==> src/rtl/ppi_pkg.sv <==
// ppi_pkg: constants and carriers of the pad pull-up block.
// assumes a single 250 MHz clock domain and a 32-bit AXI4-Lite register bus.
package ppi_pkg;
    localparam int ADDR_W = 6;
    localparam int NPE = 6;
    localparam int NPAD = 7;
    localparam int CAN_IDX = 6;
    localparam int SYNC_STAGES = 2;
    localparam real CLK_PERIOD_NS = 4.0;

    // register byte offsets
    localparam logic [5:0] OFS_PE_FUNC = 6'h00;
    localparam logic [5:0] OFS_PE_DIR = 6'h04;
    localparam logic [5:0] OFS_PE_OUT = 6'h08;
    localparam logic [5:0] OFS_PE_OD = 6'h0c;
    localparam logic [5:0] OFS_PE_PU = 6'h10;
    localparam logic [5:0] OFS_GPIO_PU = 6'h14;
    localparam logic [5:0] OFS_SYS_PUD = 6'h18;
    localparam logic [5:0] OFS_IRQ_CFG = 6'h1c;
    localparam logic [5:0] OFS_INT_STAT = 6'h20;
    localparam logic [5:0] OFS_INT_MASK = 6'h24;
    localparam logic [5:0] OFS_PIN_STATE = 6'h28;

    // reset values
    localparam logic [5:0] RST_PE_FUNC = 6'h00;
    localparam logic [5:0] RST_PE_DIR = 6'h00;
    localparam logic [5:0] RST_PE_OUT = 6'h00;
    localparam logic [5:0] RST_PE_OD = 6'h00;
    localparam logic [5:0] RST_PE_PU = 6'h3f;
    localparam logic RST_CAN_PU = 1'h1;
    localparam logic RST_SYS_PUD_IRQ = 1'h0;
    localparam logic [1:0] RST_IRQ_CFG = 2'h0;
    localparam logic [1:0] RST_INT_MASK = 2'h0;

    // field positions
    localparam int GPIO_PU_CAN_BIT = 0;
    localparam int SYS_PUD_IRQ_BIT = 0;
    localparam int REQ_A_BIT = 0;
    localparam int REQ_B_BIT = 1;
    localparam int PS_REQ_LSB = 6;
    localparam int PS_LP_BIT = 8;

    localparam logic [1:0] RESP_OKAY = 2'h0;
    localparam logic [1:0] RESP_SLVERR = 2'h2;

    typedef struct packed {
        logic [NPAD-1:0] out;
        logic [NPAD-1:0] oe_n;
        logic [NPAD-1:0] pu_en;
    } ppi_pad_s;

    typedef struct packed {
        logic drive_en;
        logic drive_val;
        logic od_mode;
        logic pu_allow;
    } ppi_pin_cfg_s;
endpackage

==> src/rtl/ppi_top.sv <==
// ppi_top: pad pull-up control, port E timer/gpio sharing, can transmit pad
// and external request conditioning, with an AXI4-Lite register slave.
// assumes pad inputs synchronous to aclk except the two request inputs.
//
// The implementer's own choices: the register offsets and the AXI4-Lite interface to the registers.
`timescale 1ns/10ps
module ppi_top (
    input wire logic aclk,
    input wire logic aresetn,
    input wire logic ce,
    // AXI4-Lite slave
    input wire logic [ppi_pkg::ADDR_W-1:0] s_axi_awaddr,
    input wire logic s_axi_awvalid,
    output logic s_axi_awready,
    input wire logic [31:0] s_axi_wdata,
    input wire logic [3:0] s_axi_wstrb,
    input wire logic s_axi_wvalid,
    output logic s_axi_wready,
    output logic [1:0] s_axi_bresp,
    output logic s_axi_bvalid,
    input wire logic s_axi_bready,
    input wire logic [ppi_pkg::ADDR_W-1:0] s_axi_araddr,
    input wire logic s_axi_arvalid,
    output logic s_axi_arready,
    output logic [31:0] s_axi_rdata,
    output logic [1:0] s_axi_rresp,
    output logic s_axi_rvalid,
    input wire logic s_axi_rready,
    // timer side: bit 0..1 timer C ch0..1, bit 2..5 timer D ch0..3
    input wire logic [ppi_pkg::NPE-1:0] timer_out,
    input wire logic [ppi_pkg::NPE-1:0] timer_oe,
    output logic [ppi_pkg::NPE-1:0] timer_in,
    // port E pads, bit 0 is port_e_bit8 .. bit 5 is port_e_bit13
    input wire logic [ppi_pkg::NPE-1:0] port_e_in,
    output logic [ppi_pkg::NPE-1:0] port_e_out,
    output logic [ppi_pkg::NPE-1:0] port_e_oe_n,
    output logic [ppi_pkg::NPE-1:0] port_e_pu_en,
    // can transmit pad
    input wire logic can_tx_data,
    output logic can_tx_out,
    output logic can_tx_oe_n,
    output logic can_tx_pu_en,
    // external requests: request pins active low, ext_req and ext_wake active high
    input wire logic ext_request_a,
    input wire logic ext_request_b,
    input wire logic low_power,
    output logic ext_request_pu_en,
    output logic [1:0] ext_req,
    output logic ext_wake,
    output logic irq
);
    // configuration registers
    logic [ppi_pkg::NPE-1:0] pe_func_ff;
    logic [ppi_pkg::NPE-1:0] nxt_pe_func;
    logic [ppi_pkg::NPE-1:0] pe_dir_ff;
    logic [ppi_pkg::NPE-1:0] nxt_pe_dir;
    logic [ppi_pkg::NPE-1:0] pe_out_ff;
    logic [ppi_pkg::NPE-1:0] nxt_pe_out;
    logic [ppi_pkg::NPE-1:0] pe_od_ff;
    logic [ppi_pkg::NPE-1:0] nxt_pe_od;
    logic [ppi_pkg::NPE-1:0] port_e_pullup_bits_ff;
    logic [ppi_pkg::NPE-1:0] nxt_port_e_pullup_bits;
    logic gpio_pullup_enable_bits_ff;
    logic nxt_gpio_pullup_enable_bits;
    logic system_pullup_disable_reg_ff;
    logic nxt_system_pullup_disable_reg;
    logic [1:0] irq_cfg_ff;
    logic [1:0] nxt_irq_cfg;
    logic [1:0] int_stat_ff;
    logic [1:0] nxt_int_stat;
    logic [1:0] int_mask_ff;
    logic [1:0] nxt_int_mask;
    logic irq_ff;
    logic nxt_irq;

    // bus state
    logic aw_held_ff;
    logic nxt_aw_held;
    logic [ppi_pkg::ADDR_W-1:0] aw_addr_ff;
    logic [ppi_pkg::ADDR_W-1:0] nxt_aw_addr;
    logic w_held_ff;
    logic nxt_w_held;
    logic [7:0] w_data_ff;
    logic [7:0] nxt_w_data;
    logic w_strb0_ff;
    logic nxt_w_strb0;
    logic bvalid_ff;
    logic nxt_bvalid;
    logic [1:0] bresp_ff;
    logic [1:0] nxt_bresp;
    logic rvalid_ff;
    logic nxt_rvalid;
    logic [31:0] rdata_ff;
    logic [31:0] nxt_rdata;
    logic [1:0] rresp_ff;
    logic [1:0] nxt_rresp;
    logic wr_fire;
    logic rd_fire;
    logic stat_rd;

    // pad state
    ppi_pkg::ppi_pin_cfg_s pin_cfg [ppi_pkg::NPAD];
    ppi_pkg::ppi_pad_s pad_dec;
    ppi_pkg::ppi_pad_s pad_ff;
    logic [ppi_pkg::NPE-1:0] pin_in_ff;
    logic [ppi_pkg::NPE-1:0] nxt_pin_in;
    logic [1:0] req;
    logic [1:0] wake;
    logic ext_request_pu_ff;
    logic nxt_ext_request_pu;

    function automatic logic addr_hit(input logic [ppi_pkg::ADDR_W-1:0] a,
                                      input logic [5:0] ofs);
        return a == ofs;
    endfunction

    function automatic logic mapped(input logic [ppi_pkg::ADDR_W-1:0] a);
        return a[1:0] == 2'h0 && a <= ppi_pkg::OFS_PIN_STATE;
    endfunction

    // write channel: address and data taken in either order, answered together
    assign wr_fire = aw_held_ff && w_held_ff && !bvalid_ff;
    assign rd_fire = s_axi_arvalid && !rvalid_ff;
    assign stat_rd = rd_fire && addr_hit(s_axi_araddr, ppi_pkg::OFS_INT_STAT);

    always_comb begin
        nxt_aw_held = aw_held_ff;
        nxt_aw_addr = aw_addr_ff;
        nxt_w_held = w_held_ff;
        nxt_w_data = w_data_ff;
        nxt_w_strb0 = w_strb0_ff;
        nxt_bvalid = bvalid_ff;
        nxt_bresp = bresp_ff;
        if (s_axi_awvalid && !aw_held_ff) begin
            nxt_aw_held = 1'b1;
            nxt_aw_addr = s_axi_awaddr;
        end
        if (s_axi_wvalid && !w_held_ff) begin
            nxt_w_held = 1'b1;
            nxt_w_data = s_axi_wdata[7:0];
            nxt_w_strb0 = s_axi_wstrb[0];
        end
        if (wr_fire) begin
            nxt_aw_held = 1'b0;
            nxt_w_held = 1'b0;
            nxt_bvalid = 1'b1;
            nxt_bresp = mapped(aw_addr_ff) ? ppi_pkg::RESP_OKAY : ppi_pkg::RESP_SLVERR;
        end else if (bvalid_ff && s_axi_bready) begin
            nxt_bvalid = 1'b0;
        end
    end

    // register writes; only byte lane 0 carries bits
    always_comb begin
        nxt_pe_func = pe_func_ff;
        nxt_pe_dir = pe_dir_ff;
        nxt_pe_out = pe_out_ff;
        nxt_pe_od = pe_od_ff;
        nxt_port_e_pullup_bits = port_e_pullup_bits_ff;
        nxt_gpio_pullup_enable_bits = gpio_pullup_enable_bits_ff;
        nxt_system_pullup_disable_reg = system_pullup_disable_reg_ff;
        nxt_irq_cfg = irq_cfg_ff;
        nxt_int_mask = int_mask_ff;
        if (wr_fire && w_strb0_ff) begin
            unique case (aw_addr_ff)
                ppi_pkg::OFS_PE_FUNC: nxt_pe_func = w_data_ff[ppi_pkg::NPE-1:0];
                ppi_pkg::OFS_PE_DIR: nxt_pe_dir = w_data_ff[ppi_pkg::NPE-1:0];
                ppi_pkg::OFS_PE_OUT: nxt_pe_out = w_data_ff[ppi_pkg::NPE-1:0];
                ppi_pkg::OFS_PE_OD: nxt_pe_od = w_data_ff[ppi_pkg::NPE-1:0];
                ppi_pkg::OFS_PE_PU: nxt_port_e_pullup_bits = w_data_ff[ppi_pkg::NPE-1:0];
                ppi_pkg::OFS_GPIO_PU: begin
                    nxt_gpio_pullup_enable_bits = w_data_ff[ppi_pkg::GPIO_PU_CAN_BIT];
                end
                ppi_pkg::OFS_SYS_PUD: begin
                    nxt_system_pullup_disable_reg = w_data_ff[ppi_pkg::SYS_PUD_IRQ_BIT];
                end
                ppi_pkg::OFS_IRQ_CFG: nxt_irq_cfg = w_data_ff[1:0];
                ppi_pkg::OFS_INT_MASK: nxt_int_mask = w_data_ff[1:0];
                default: begin
                end
            endcase
        end
    end

    // read channel: one cycle from arvalid to rvalid
    always_comb begin
        nxt_rvalid = rvalid_ff;
        nxt_rdata = rdata_ff;
        nxt_rresp = rresp_ff;
        if (rd_fire) begin
            nxt_rvalid = 1'b1;
            nxt_rdata = 32'h0;
            nxt_rresp = mapped(s_axi_araddr) ? ppi_pkg::RESP_OKAY : ppi_pkg::RESP_SLVERR;
            unique case (s_axi_araddr)
                ppi_pkg::OFS_PE_FUNC: nxt_rdata[ppi_pkg::NPE-1:0] = pe_func_ff;
                ppi_pkg::OFS_PE_DIR: nxt_rdata[ppi_pkg::NPE-1:0] = pe_dir_ff;
                ppi_pkg::OFS_PE_OUT: nxt_rdata[ppi_pkg::NPE-1:0] = pe_out_ff;
                ppi_pkg::OFS_PE_OD: nxt_rdata[ppi_pkg::NPE-1:0] = pe_od_ff;
                ppi_pkg::OFS_PE_PU: nxt_rdata[ppi_pkg::NPE-1:0] = port_e_pullup_bits_ff;
                ppi_pkg::OFS_GPIO_PU: begin
                    nxt_rdata[ppi_pkg::GPIO_PU_CAN_BIT] = gpio_pullup_enable_bits_ff;
                end
                ppi_pkg::OFS_SYS_PUD: begin
                    nxt_rdata[ppi_pkg::SYS_PUD_IRQ_BIT] = system_pullup_disable_reg_ff;
                end
                ppi_pkg::OFS_IRQ_CFG: nxt_rdata[1:0] = irq_cfg_ff;
                ppi_pkg::OFS_INT_STAT: nxt_rdata[1:0] = int_stat_ff;
                ppi_pkg::OFS_INT_MASK: nxt_rdata[1:0] = int_mask_ff;
                ppi_pkg::OFS_PIN_STATE: begin
                    nxt_rdata[ppi_pkg::NPE-1:0] = pin_in_ff;
                    nxt_rdata[ppi_pkg::PS_REQ_LSB+1:ppi_pkg::PS_REQ_LSB] = req;
                    nxt_rdata[ppi_pkg::PS_LP_BIT] = low_power;
                end
                default: begin
                end
            endcase
        end else if (rvalid_ff && s_axi_rready) begin
            nxt_rvalid = 1'b0;
        end
    end

    // sticky status: a request in the clearing read's cycle stays set
    always_comb begin
        nxt_int_stat = int_stat_ff;
        if (stat_rd) begin
            nxt_int_stat = 2'h0;
        end
        nxt_int_stat = nxt_int_stat | req;
        nxt_irq = |(nxt_int_stat & nxt_int_mask);
    end

    // pad configuration; timers drive push-pull, gpio may choose open-drain
    always_comb begin
        for (int i = 0; i < ppi_pkg::NPE; i++) begin
            // a set function bit hands the pin to gpio, reset leaves the timer on it
            pin_cfg[i].drive_en = pe_func_ff[i] ? pe_dir_ff[i] : timer_oe[i];
            pin_cfg[i].drive_val = pe_func_ff[i] ? pe_out_ff[i] : timer_out[i];
            pin_cfg[i].od_mode = pe_func_ff[i] & pe_od_ff[i];
            pin_cfg[i].pu_allow = port_e_pullup_bits_ff[i];
        end
        pin_cfg[ppi_pkg::CAN_IDX].drive_en = 1'b1;
        pin_cfg[ppi_pkg::CAN_IDX].drive_val = can_tx_data;
        pin_cfg[ppi_pkg::CAN_IDX].od_mode = 1'b1;
        pin_cfg[ppi_pkg::CAN_IDX].pu_allow = gpio_pullup_enable_bits_ff;
        nxt_pin_in = port_e_in;
        nxt_ext_request_pu = ~system_pullup_disable_reg_ff;
    end

    ppi_pull_ctl u_pull (
        .cfg(pin_cfg),
        .pad(pad_dec)
    );

    ppi_irq_cond u_req_a (
        .aclk(aclk),
        .aresetn(aresetn),
        .ce(ce),
        .req_pin_n(ext_request_a),
        .edge_mode(irq_cfg_ff[ppi_pkg::REQ_A_BIT]),
        .low_power(low_power),
        .req(req[ppi_pkg::REQ_A_BIT]),
        .wake(wake[ppi_pkg::REQ_A_BIT])
    );

    ppi_irq_cond u_req_b (
        .aclk(aclk),
        .aresetn(aresetn),
        .ce(ce),
        .req_pin_n(ext_request_b),
        .edge_mode(irq_cfg_ff[ppi_pkg::REQ_B_BIT]),
        .low_power(low_power),
        .req(req[ppi_pkg::REQ_B_BIT]),
        .wake(wake[ppi_pkg::REQ_B_BIT])
    );

    always_ff @(posedge aclk) begin
        if (!aresetn) begin
            aw_held_ff <= 1'b0;
            aw_addr_ff <= '0;
            w_held_ff <= 1'b0;
            w_data_ff <= 8'h00;
            w_strb0_ff <= 1'b0;
            bvalid_ff <= 1'b0;
            bresp_ff <= ppi_pkg::RESP_OKAY;
            rvalid_ff <= 1'b0;
            rdata_ff <= 32'h0;
            rresp_ff <= ppi_pkg::RESP_OKAY;
        end else if (ce) begin
            aw_held_ff <= nxt_aw_held;
            aw_addr_ff <= nxt_aw_addr;
            w_held_ff <= nxt_w_held;
            w_data_ff <= nxt_w_data;
            w_strb0_ff <= nxt_w_strb0;
            bvalid_ff <= nxt_bvalid;
            bresp_ff <= nxt_bresp;
            rvalid_ff <= nxt_rvalid;
            rdata_ff <= nxt_rdata;
            rresp_ff <= nxt_rresp;
        end
    end

    always_ff @(posedge aclk) begin
        if (!aresetn) begin
            pe_func_ff <= ppi_pkg::RST_PE_FUNC;
            pe_dir_ff <= ppi_pkg::RST_PE_DIR;
            pe_out_ff <= ppi_pkg::RST_PE_OUT;
            pe_od_ff <= ppi_pkg::RST_PE_OD;
            port_e_pullup_bits_ff <= ppi_pkg::RST_PE_PU;
            gpio_pullup_enable_bits_ff <= ppi_pkg::RST_CAN_PU;
            system_pullup_disable_reg_ff <= ppi_pkg::RST_SYS_PUD_IRQ;
            irq_cfg_ff <= ppi_pkg::RST_IRQ_CFG;
            int_mask_ff <= ppi_pkg::RST_INT_MASK;
            int_stat_ff <= 2'h0;
            irq_ff <= 1'b0;
        end else if (ce) begin
            pe_func_ff <= nxt_pe_func;
            pe_dir_ff <= nxt_pe_dir;
            pe_out_ff <= nxt_pe_out;
            pe_od_ff <= nxt_pe_od;
            port_e_pullup_bits_ff <= nxt_port_e_pullup_bits;
            gpio_pullup_enable_bits_ff <= nxt_gpio_pullup_enable_bits;
            system_pullup_disable_reg_ff <= nxt_system_pullup_disable_reg;
            irq_cfg_ff <= nxt_irq_cfg;
            int_mask_ff <= nxt_int_mask;
            int_stat_ff <= nxt_int_stat;
            irq_ff <= nxt_irq;
        end
    end

    // pads start as inputs with pull-ups on, can pad released high
    always_ff @(posedge aclk) begin
        if (!aresetn) begin
            pad_ff.out <= '0;
            pad_ff.oe_n <= '1;
            pad_ff.pu_en <= '1;
            pin_in_ff <= '0;
            ext_request_pu_ff <= 1'b1;
        end else if (ce) begin
            pad_ff <= pad_dec;
            pin_in_ff <= nxt_pin_in;
            ext_request_pu_ff <= nxt_ext_request_pu;
        end
    end

    assign s_axi_awready = !aw_held_ff;
    assign s_axi_wready = !w_held_ff;
    assign s_axi_bvalid = bvalid_ff;
    assign s_axi_bresp = bresp_ff;
    assign s_axi_arready = !rvalid_ff;
    assign s_axi_rvalid = rvalid_ff;
    assign s_axi_rdata = rdata_ff;
    assign s_axi_rresp = rresp_ff;
    assign timer_in = pin_in_ff;
    assign port_e_out = pad_ff.out[ppi_pkg::NPE-1:0];
    assign port_e_oe_n = pad_ff.oe_n[ppi_pkg::NPE-1:0];
    assign port_e_pu_en = pad_ff.pu_en[ppi_pkg::NPE-1:0];
    assign can_tx_out = pad_ff.out[ppi_pkg::CAN_IDX];
    assign can_tx_oe_n = pad_ff.oe_n[ppi_pkg::CAN_IDX];
    assign can_tx_pu_en = pad_ff.pu_en[ppi_pkg::CAN_IDX];
    assign ext_request_pu_en = ext_request_pu_ff;
    assign ext_req = req;
    // the only unregistered output: it must work with the clock stopped
    assign ext_wake = |wake;
    assign irq = irq_ff;
endmodule

==> src/rtl/ppi_pull_ctl.sv <==
// ppi_pull_ctl: per-pad drive and pull-up decision, purely combinational.
// assumes the caller registers the result before it reaches the pads.
`timescale 1ns/10ps
module ppi_pull_ctl (
    input wire ppi_pkg::ppi_pin_cfg_s cfg [ppi_pkg::NPAD],
    output ppi_pkg::ppi_pad_s pad
);
    // open-drain only ever sinks; push-pull never needs the pull-up
    function automatic logic [2:0] decide(input ppi_pkg::ppi_pin_cfg_s c);
        logic [2:0] r;
        r = {1'b0, 1'b1, c.pu_allow};
        if (c.drive_en && c.od_mode) begin
            r = {1'b0, c.drive_val, c.drive_val & c.pu_allow};
        end else if (c.drive_en) begin
            r = {c.drive_val, 1'b0, 1'b0};
        end
        return r;
    endfunction

    always_comb begin
        pad = '0;
        for (int i = 0; i < ppi_pkg::NPAD; i++) begin
            {pad.out[i], pad.oe_n[i], pad.pu_en[i]} = decide(cfg[i]);
        end
    end
endmodule

==> src/rtl/ppi_irq_cond.sv <==
// ppi_irq_cond: conditions one active-low external request input.
// assumes low_power is high only while the core clock may be stopped.
`timescale 1ns/10ps
module ppi_irq_cond (
    input wire logic aclk,
    input wire logic aresetn,
    input wire logic ce,
    input wire logic req_pin_n,
    input wire logic edge_mode,
    input wire logic low_power,
    output logic req,
    output logic wake
);
    logic [ppi_pkg::SYNC_STAGES-1:0] sync_ff;
    logic [ppi_pkg::SYNC_STAGES-1:0] nxt_sync;
    logic last_ff;
    logic nxt_last;
    logic req_ff;
    logic nxt_req;

    // no clock needed to see a low level while sleeping
    assign wake = low_power & ~req_pin_n;

    always_comb begin
        nxt_sync = {sync_ff[ppi_pkg::SYNC_STAGES-2:0], req_pin_n};
        nxt_last = sync_ff[ppi_pkg::SYNC_STAGES-1];
        // edge mode compares the second and third stages, never the first
        if (edge_mode) begin
            nxt_req = last_ff & ~sync_ff[ppi_pkg::SYNC_STAGES-1];
        end else begin
            nxt_req = ~sync_ff[ppi_pkg::SYNC_STAGES-1];
        end
    end

    always_ff @(posedge aclk) begin
        if (!aresetn) begin
            sync_ff <= '1;
            last_ff <= 1'b1;
            req_ff <= 1'b0;
        end else if (ce) begin
            sync_ff <= nxt_sync;
            last_ff <= nxt_last;
            req_ff <= nxt_req;
        end
    end

    assign req = req_ff;
endmodule

==> config.mk <==
export PLATFORM = sky130hd
export DESIGN_NAME = ppi_top
export DESIGN_NICKNAME = d
export VERILOG_FILES = /design/src/rtl/ppi_pkg.sv /design/src/rtl/ppi_top.sv /design/src/rtl/ppi_pull_ctl.sv /design/src/rtl/ppi_irq_cond.sv
export SDC_FILE = /design/constraint.sdc
export NUM_CORES = 1
export LEC_CHECK = 0
export CELL_PAD_IN_SITES_DETAIL_PLACEMENT = 1
export CELL_PAD_IN_SITES_GLOBAL_PLACEMENT = 1
export CORE_AREA = 2 2 110 112
export CTS_CLUSTER_DIAMETER = 50
export DETAILED_ROUTE_END_ITERATION = 7
export DIE_AREA = 0 0 112 114
export DONT_BUFFER_PORTS = 1
export HOLD_SLACK_MARGIN = 0.08
export PLACE_DENSITY = 0.81
export RECOVER_POWER = 25
export REMOVE_ABC_BUFFERS = 1
export SKIP_LAST_GASP = 1
export SLEW_MARGIN = 40
export SYNTH_ARGS = -nofsm -noshare
export SYNTH_HDL_FRONTEND = slang
export SYNTH_HIERARCHICAL = 1
export SYNTH_SLANG_ARGS = --single-unit
==> constraint.sdc <==
create_clock -name aclk -period 1.6 [get_ports aclk]
set_input_delay 0.32 -clock aclk [delete_from_list [all_inputs] [get_ports aclk]]
set_output_delay 0.32 -clock aclk [all_outputs]
set_load 0.005 [all_outputs]
==> impl_results.md <==
- Outcome: finished clean
- Clock buffer depth: 2
- RR Startpoint: aw_addr_ff[0]
- Worst-skew pair later-pin latency: 0.35 ns
- Layout cell share with drive strength beyond 1: 13.15%
- Max-slew violation count: 0
- DR iter-0 viols: roughly 110
- Antenna-violating nets left: 0
- Die span in y: 114 um
- Post-synth top area share: a little over two fifths
- Ranking of synthesized cells by area: dfxtp_1 (42%), mux2i_1 (17%), nor2_1 (4.7%), nand2_1 (4.5%), buf_4 (4.1%)
- Cell Area, Synth: 0.004903 mm^2
- P&R area growth vs syn: 10.74%
- CTS Buf Count: 9
- CTS Sinks: roughly 100
- Startpoint types: flip-flop
- Worst reg-to-reg setup slack: 0.06 ns
- Post-synth EDFFs: 0
- GRT Overall Usage: about a fifth
- Crit path cell chain: nor4b_4 > nand4_4 > mux2i_1 > nor2_1
- Routed WL: 12750 um
- TritonCTS clock tree: done
- Top-Level Pins: 151
- Final hold viol count: 0
- Largest area contributor in the netlist: dfxtp_1
- Min cycle time layout: 1.545 ns
- Hold crit path type: primary input to flip-flop
- Initial core utilization: 41.87%
- DRC Markers: 0
- LEAKAGE: ~2.4 nW
- Synth Area per Inst: 9.521 um^2
- FP Rows: 40
- H-tree levels: 3
- CTS clock-pin slew for the worst setup and hold paths: 0.07 ns
- Die width: around 110 um
- Nets: 590
- Vias in the first global route: 3864
- Critical path type: flip-flop to flip-flop
- Register area share after synthesis: 42.05%
- Worst Path Arrival: between 1.5 and 2 ns
- Placed insts: 646
- RSZ-0062 raised after global routing: true
- Synthesis Warnings: 6
- Final GP Congestion: 0.8071
- Main synth FF type: dfxtp_1
- Largest net degree at the start of global routing: 58
- HPWL after detailed placement: 8895 um
- Pre-Repair DR Iteration Count: 4
- Power Total: 5.707 mW
- CP Capture Type: flip-flop
- I/O Buffers: 0
- Final cell count without fillers: 664
- CTS root buf: clkbuf_16
- Wire per inst: slightly below 20 um
- Final-report setup violation count: 0
- Initial antenna violation count: 0
- Max Fanout on Critical Path: 6
- Post-synthesis cell type count: 56
- Overflow after GRT: 0
- Antenna diodes: 0
- Setup Total Neg Slack: 0 ns
- Via count: 3599
- PwrDens: 1051 mW/mm^2
- Fin crit share: 96.56%
- CP required: 1.84 ns
- Core area: 0.01171 mm^2
- Slowest CP cell: nor4b_4
- Async set-or-reset flop fraction in the synthesized netlist: 0%
- Vias per cell: 5.420
- Global-route wire length before repair: 20420 um
- Number of synthesized register bits: 103
- Start point of the critical path: aw_addr_ff[0]
- Die Area: 0.01277 mm^2
- Setup Skew: 0.007389 ns
- Hold Startpoint: aresetn
- Number of max-cap violations: 0
- Worst vdd ir: 0.5856 mV
- Largest stage delay on the critical path: 0.42 ns
- Syn Inst Count: 515
- Max Freq: around 650 MHz
==> report_power, final <==
group | internal (mW) | switching (mW)
Clock | 1.61 | 0.982
Combinational | 0.179 | 0.203
Sequential | 2.64 | 0.0843
==> cell usage after synthesis, drive strengths merged (9+ instances only) <==
cell type	count
dfxtp	103
mux2i	85
nor2	63
nand2	59
buf	39
a21oi	16
clkbuf	15
mux2	14
o21ai	13
and2	9
nor2b	9
==> metrics by stage <==
stage	cell area, um^2	utilization, %	worst slack [ns]	hold slack, ns
floorplan	4683	-	0.04668	0.3819
global placement	4980	42.52	-0.01259	0.3880
detailed placement	4980	42.52	-0.1417	0.3916
CTS	5383	45.96	-0.08601	0.08354
global route	5430	46.37	-0.04796	0.09198
finish	5430	46.37	0.05509	0.09206
==> kinds of logic (layout without fill, tap and decap cells) <==
group	Yosys count	in the layout	synth area share, %
AO/OA/AOI/OAI	62	62	8.625
XOR/XNOR	1	1	0.1786
buffers and inverters	60	34	7.093
flip-flops	103	103	42.05
multiplexers	103	103	22.40
other	2	30	0.1532
AND/OR/NAND/NOR	184	184	19.49
==> routing by layer <==
metal	vias up	track usage, %	wire length (um)
met5	-	0	0
met2	73	36.69	6707
li1	1737	-	-
met3	14	5.367	664
met1	1775	23.13	5197
met4	0	6.748	180
==> what timing repair did <==
action	CTS	global route
setup buffers	0	1
endpoints found under the setup margin	30	35
hold endpoints to repair	28	0
hold buffers	1	0
gates resized for setup	4	9
pin swaps	0	1
==> path summary, 6_finish.rpt <==
kind / to / depth (start not counted)
setup / recovery: pe_out_ff[0] / 4
hold reg to reg: u_req_a/sync_ff[0] / 2
setup reg to reg: pe_out_ff[0] / 4
hold / removal: u_req_b/req / 1
==> final cells by class <==
class | count | area [um^2]
fillers | 1320 | 6281
multi-input cells | 380 | 2658
flip-flops and latches | 103 | 2066
clock buffers | 11 | 252.7
well taps | 147 | 183.9
repair buffers | 12 | 143.9
clock inverters | 5 | 103.9
inverters | 6 | 22.52
==> worst max-delay path: cells and delay by family (launching register included) <==
| kind | cells | cell delay (ns) |
|---|---|---|
| AND/OR/NAND/NOR | 3 | 0.75 |
| multiplexers | 1 | 0.26 |
| flip-flops | 1 | 0.41 |
==> placed cells by master, fill, tap and decap left out, drive strengths merged, types with 9 or more instances in the layout <==
cell | netlist | final
conb | 2 | 30
mux2 | 14 | 14
nand2 | 59 | 59
and2 | 9 | 9
clkbuf | 15 | 11
dfxtp | 103 | 103
mux2i | 85 | 85
nor2b | 9 | 9
nor2 | 63 | 63
o21ai | 13 | 13
buf | 39 | 12
a21oi | 16 | 16
==> sequential cells by signal, indices dropped and copies added, names as in the netlist, 2 cells and up <==
signal / flops
irq_cfg_ff: 2
port_e_out: 6
pe_od_ff: 6
pe_out_ff: 6
u_req_a/sync_ff: 2
pe_dir_ff: 6
port_e_pu_en: 6
s_axi_rdata: 9
port_e_oe_n: 6
u_req_b/sync_ff: 2
pe_func_ff: 6
port_e_pullup_bits_ff: 6
aw_addr_ff: 6
int_stat_ff: 2
w_data_ff: 6
timer_in: 6
int_mask_ff: 2
Power figures use the tool's default switching activity.
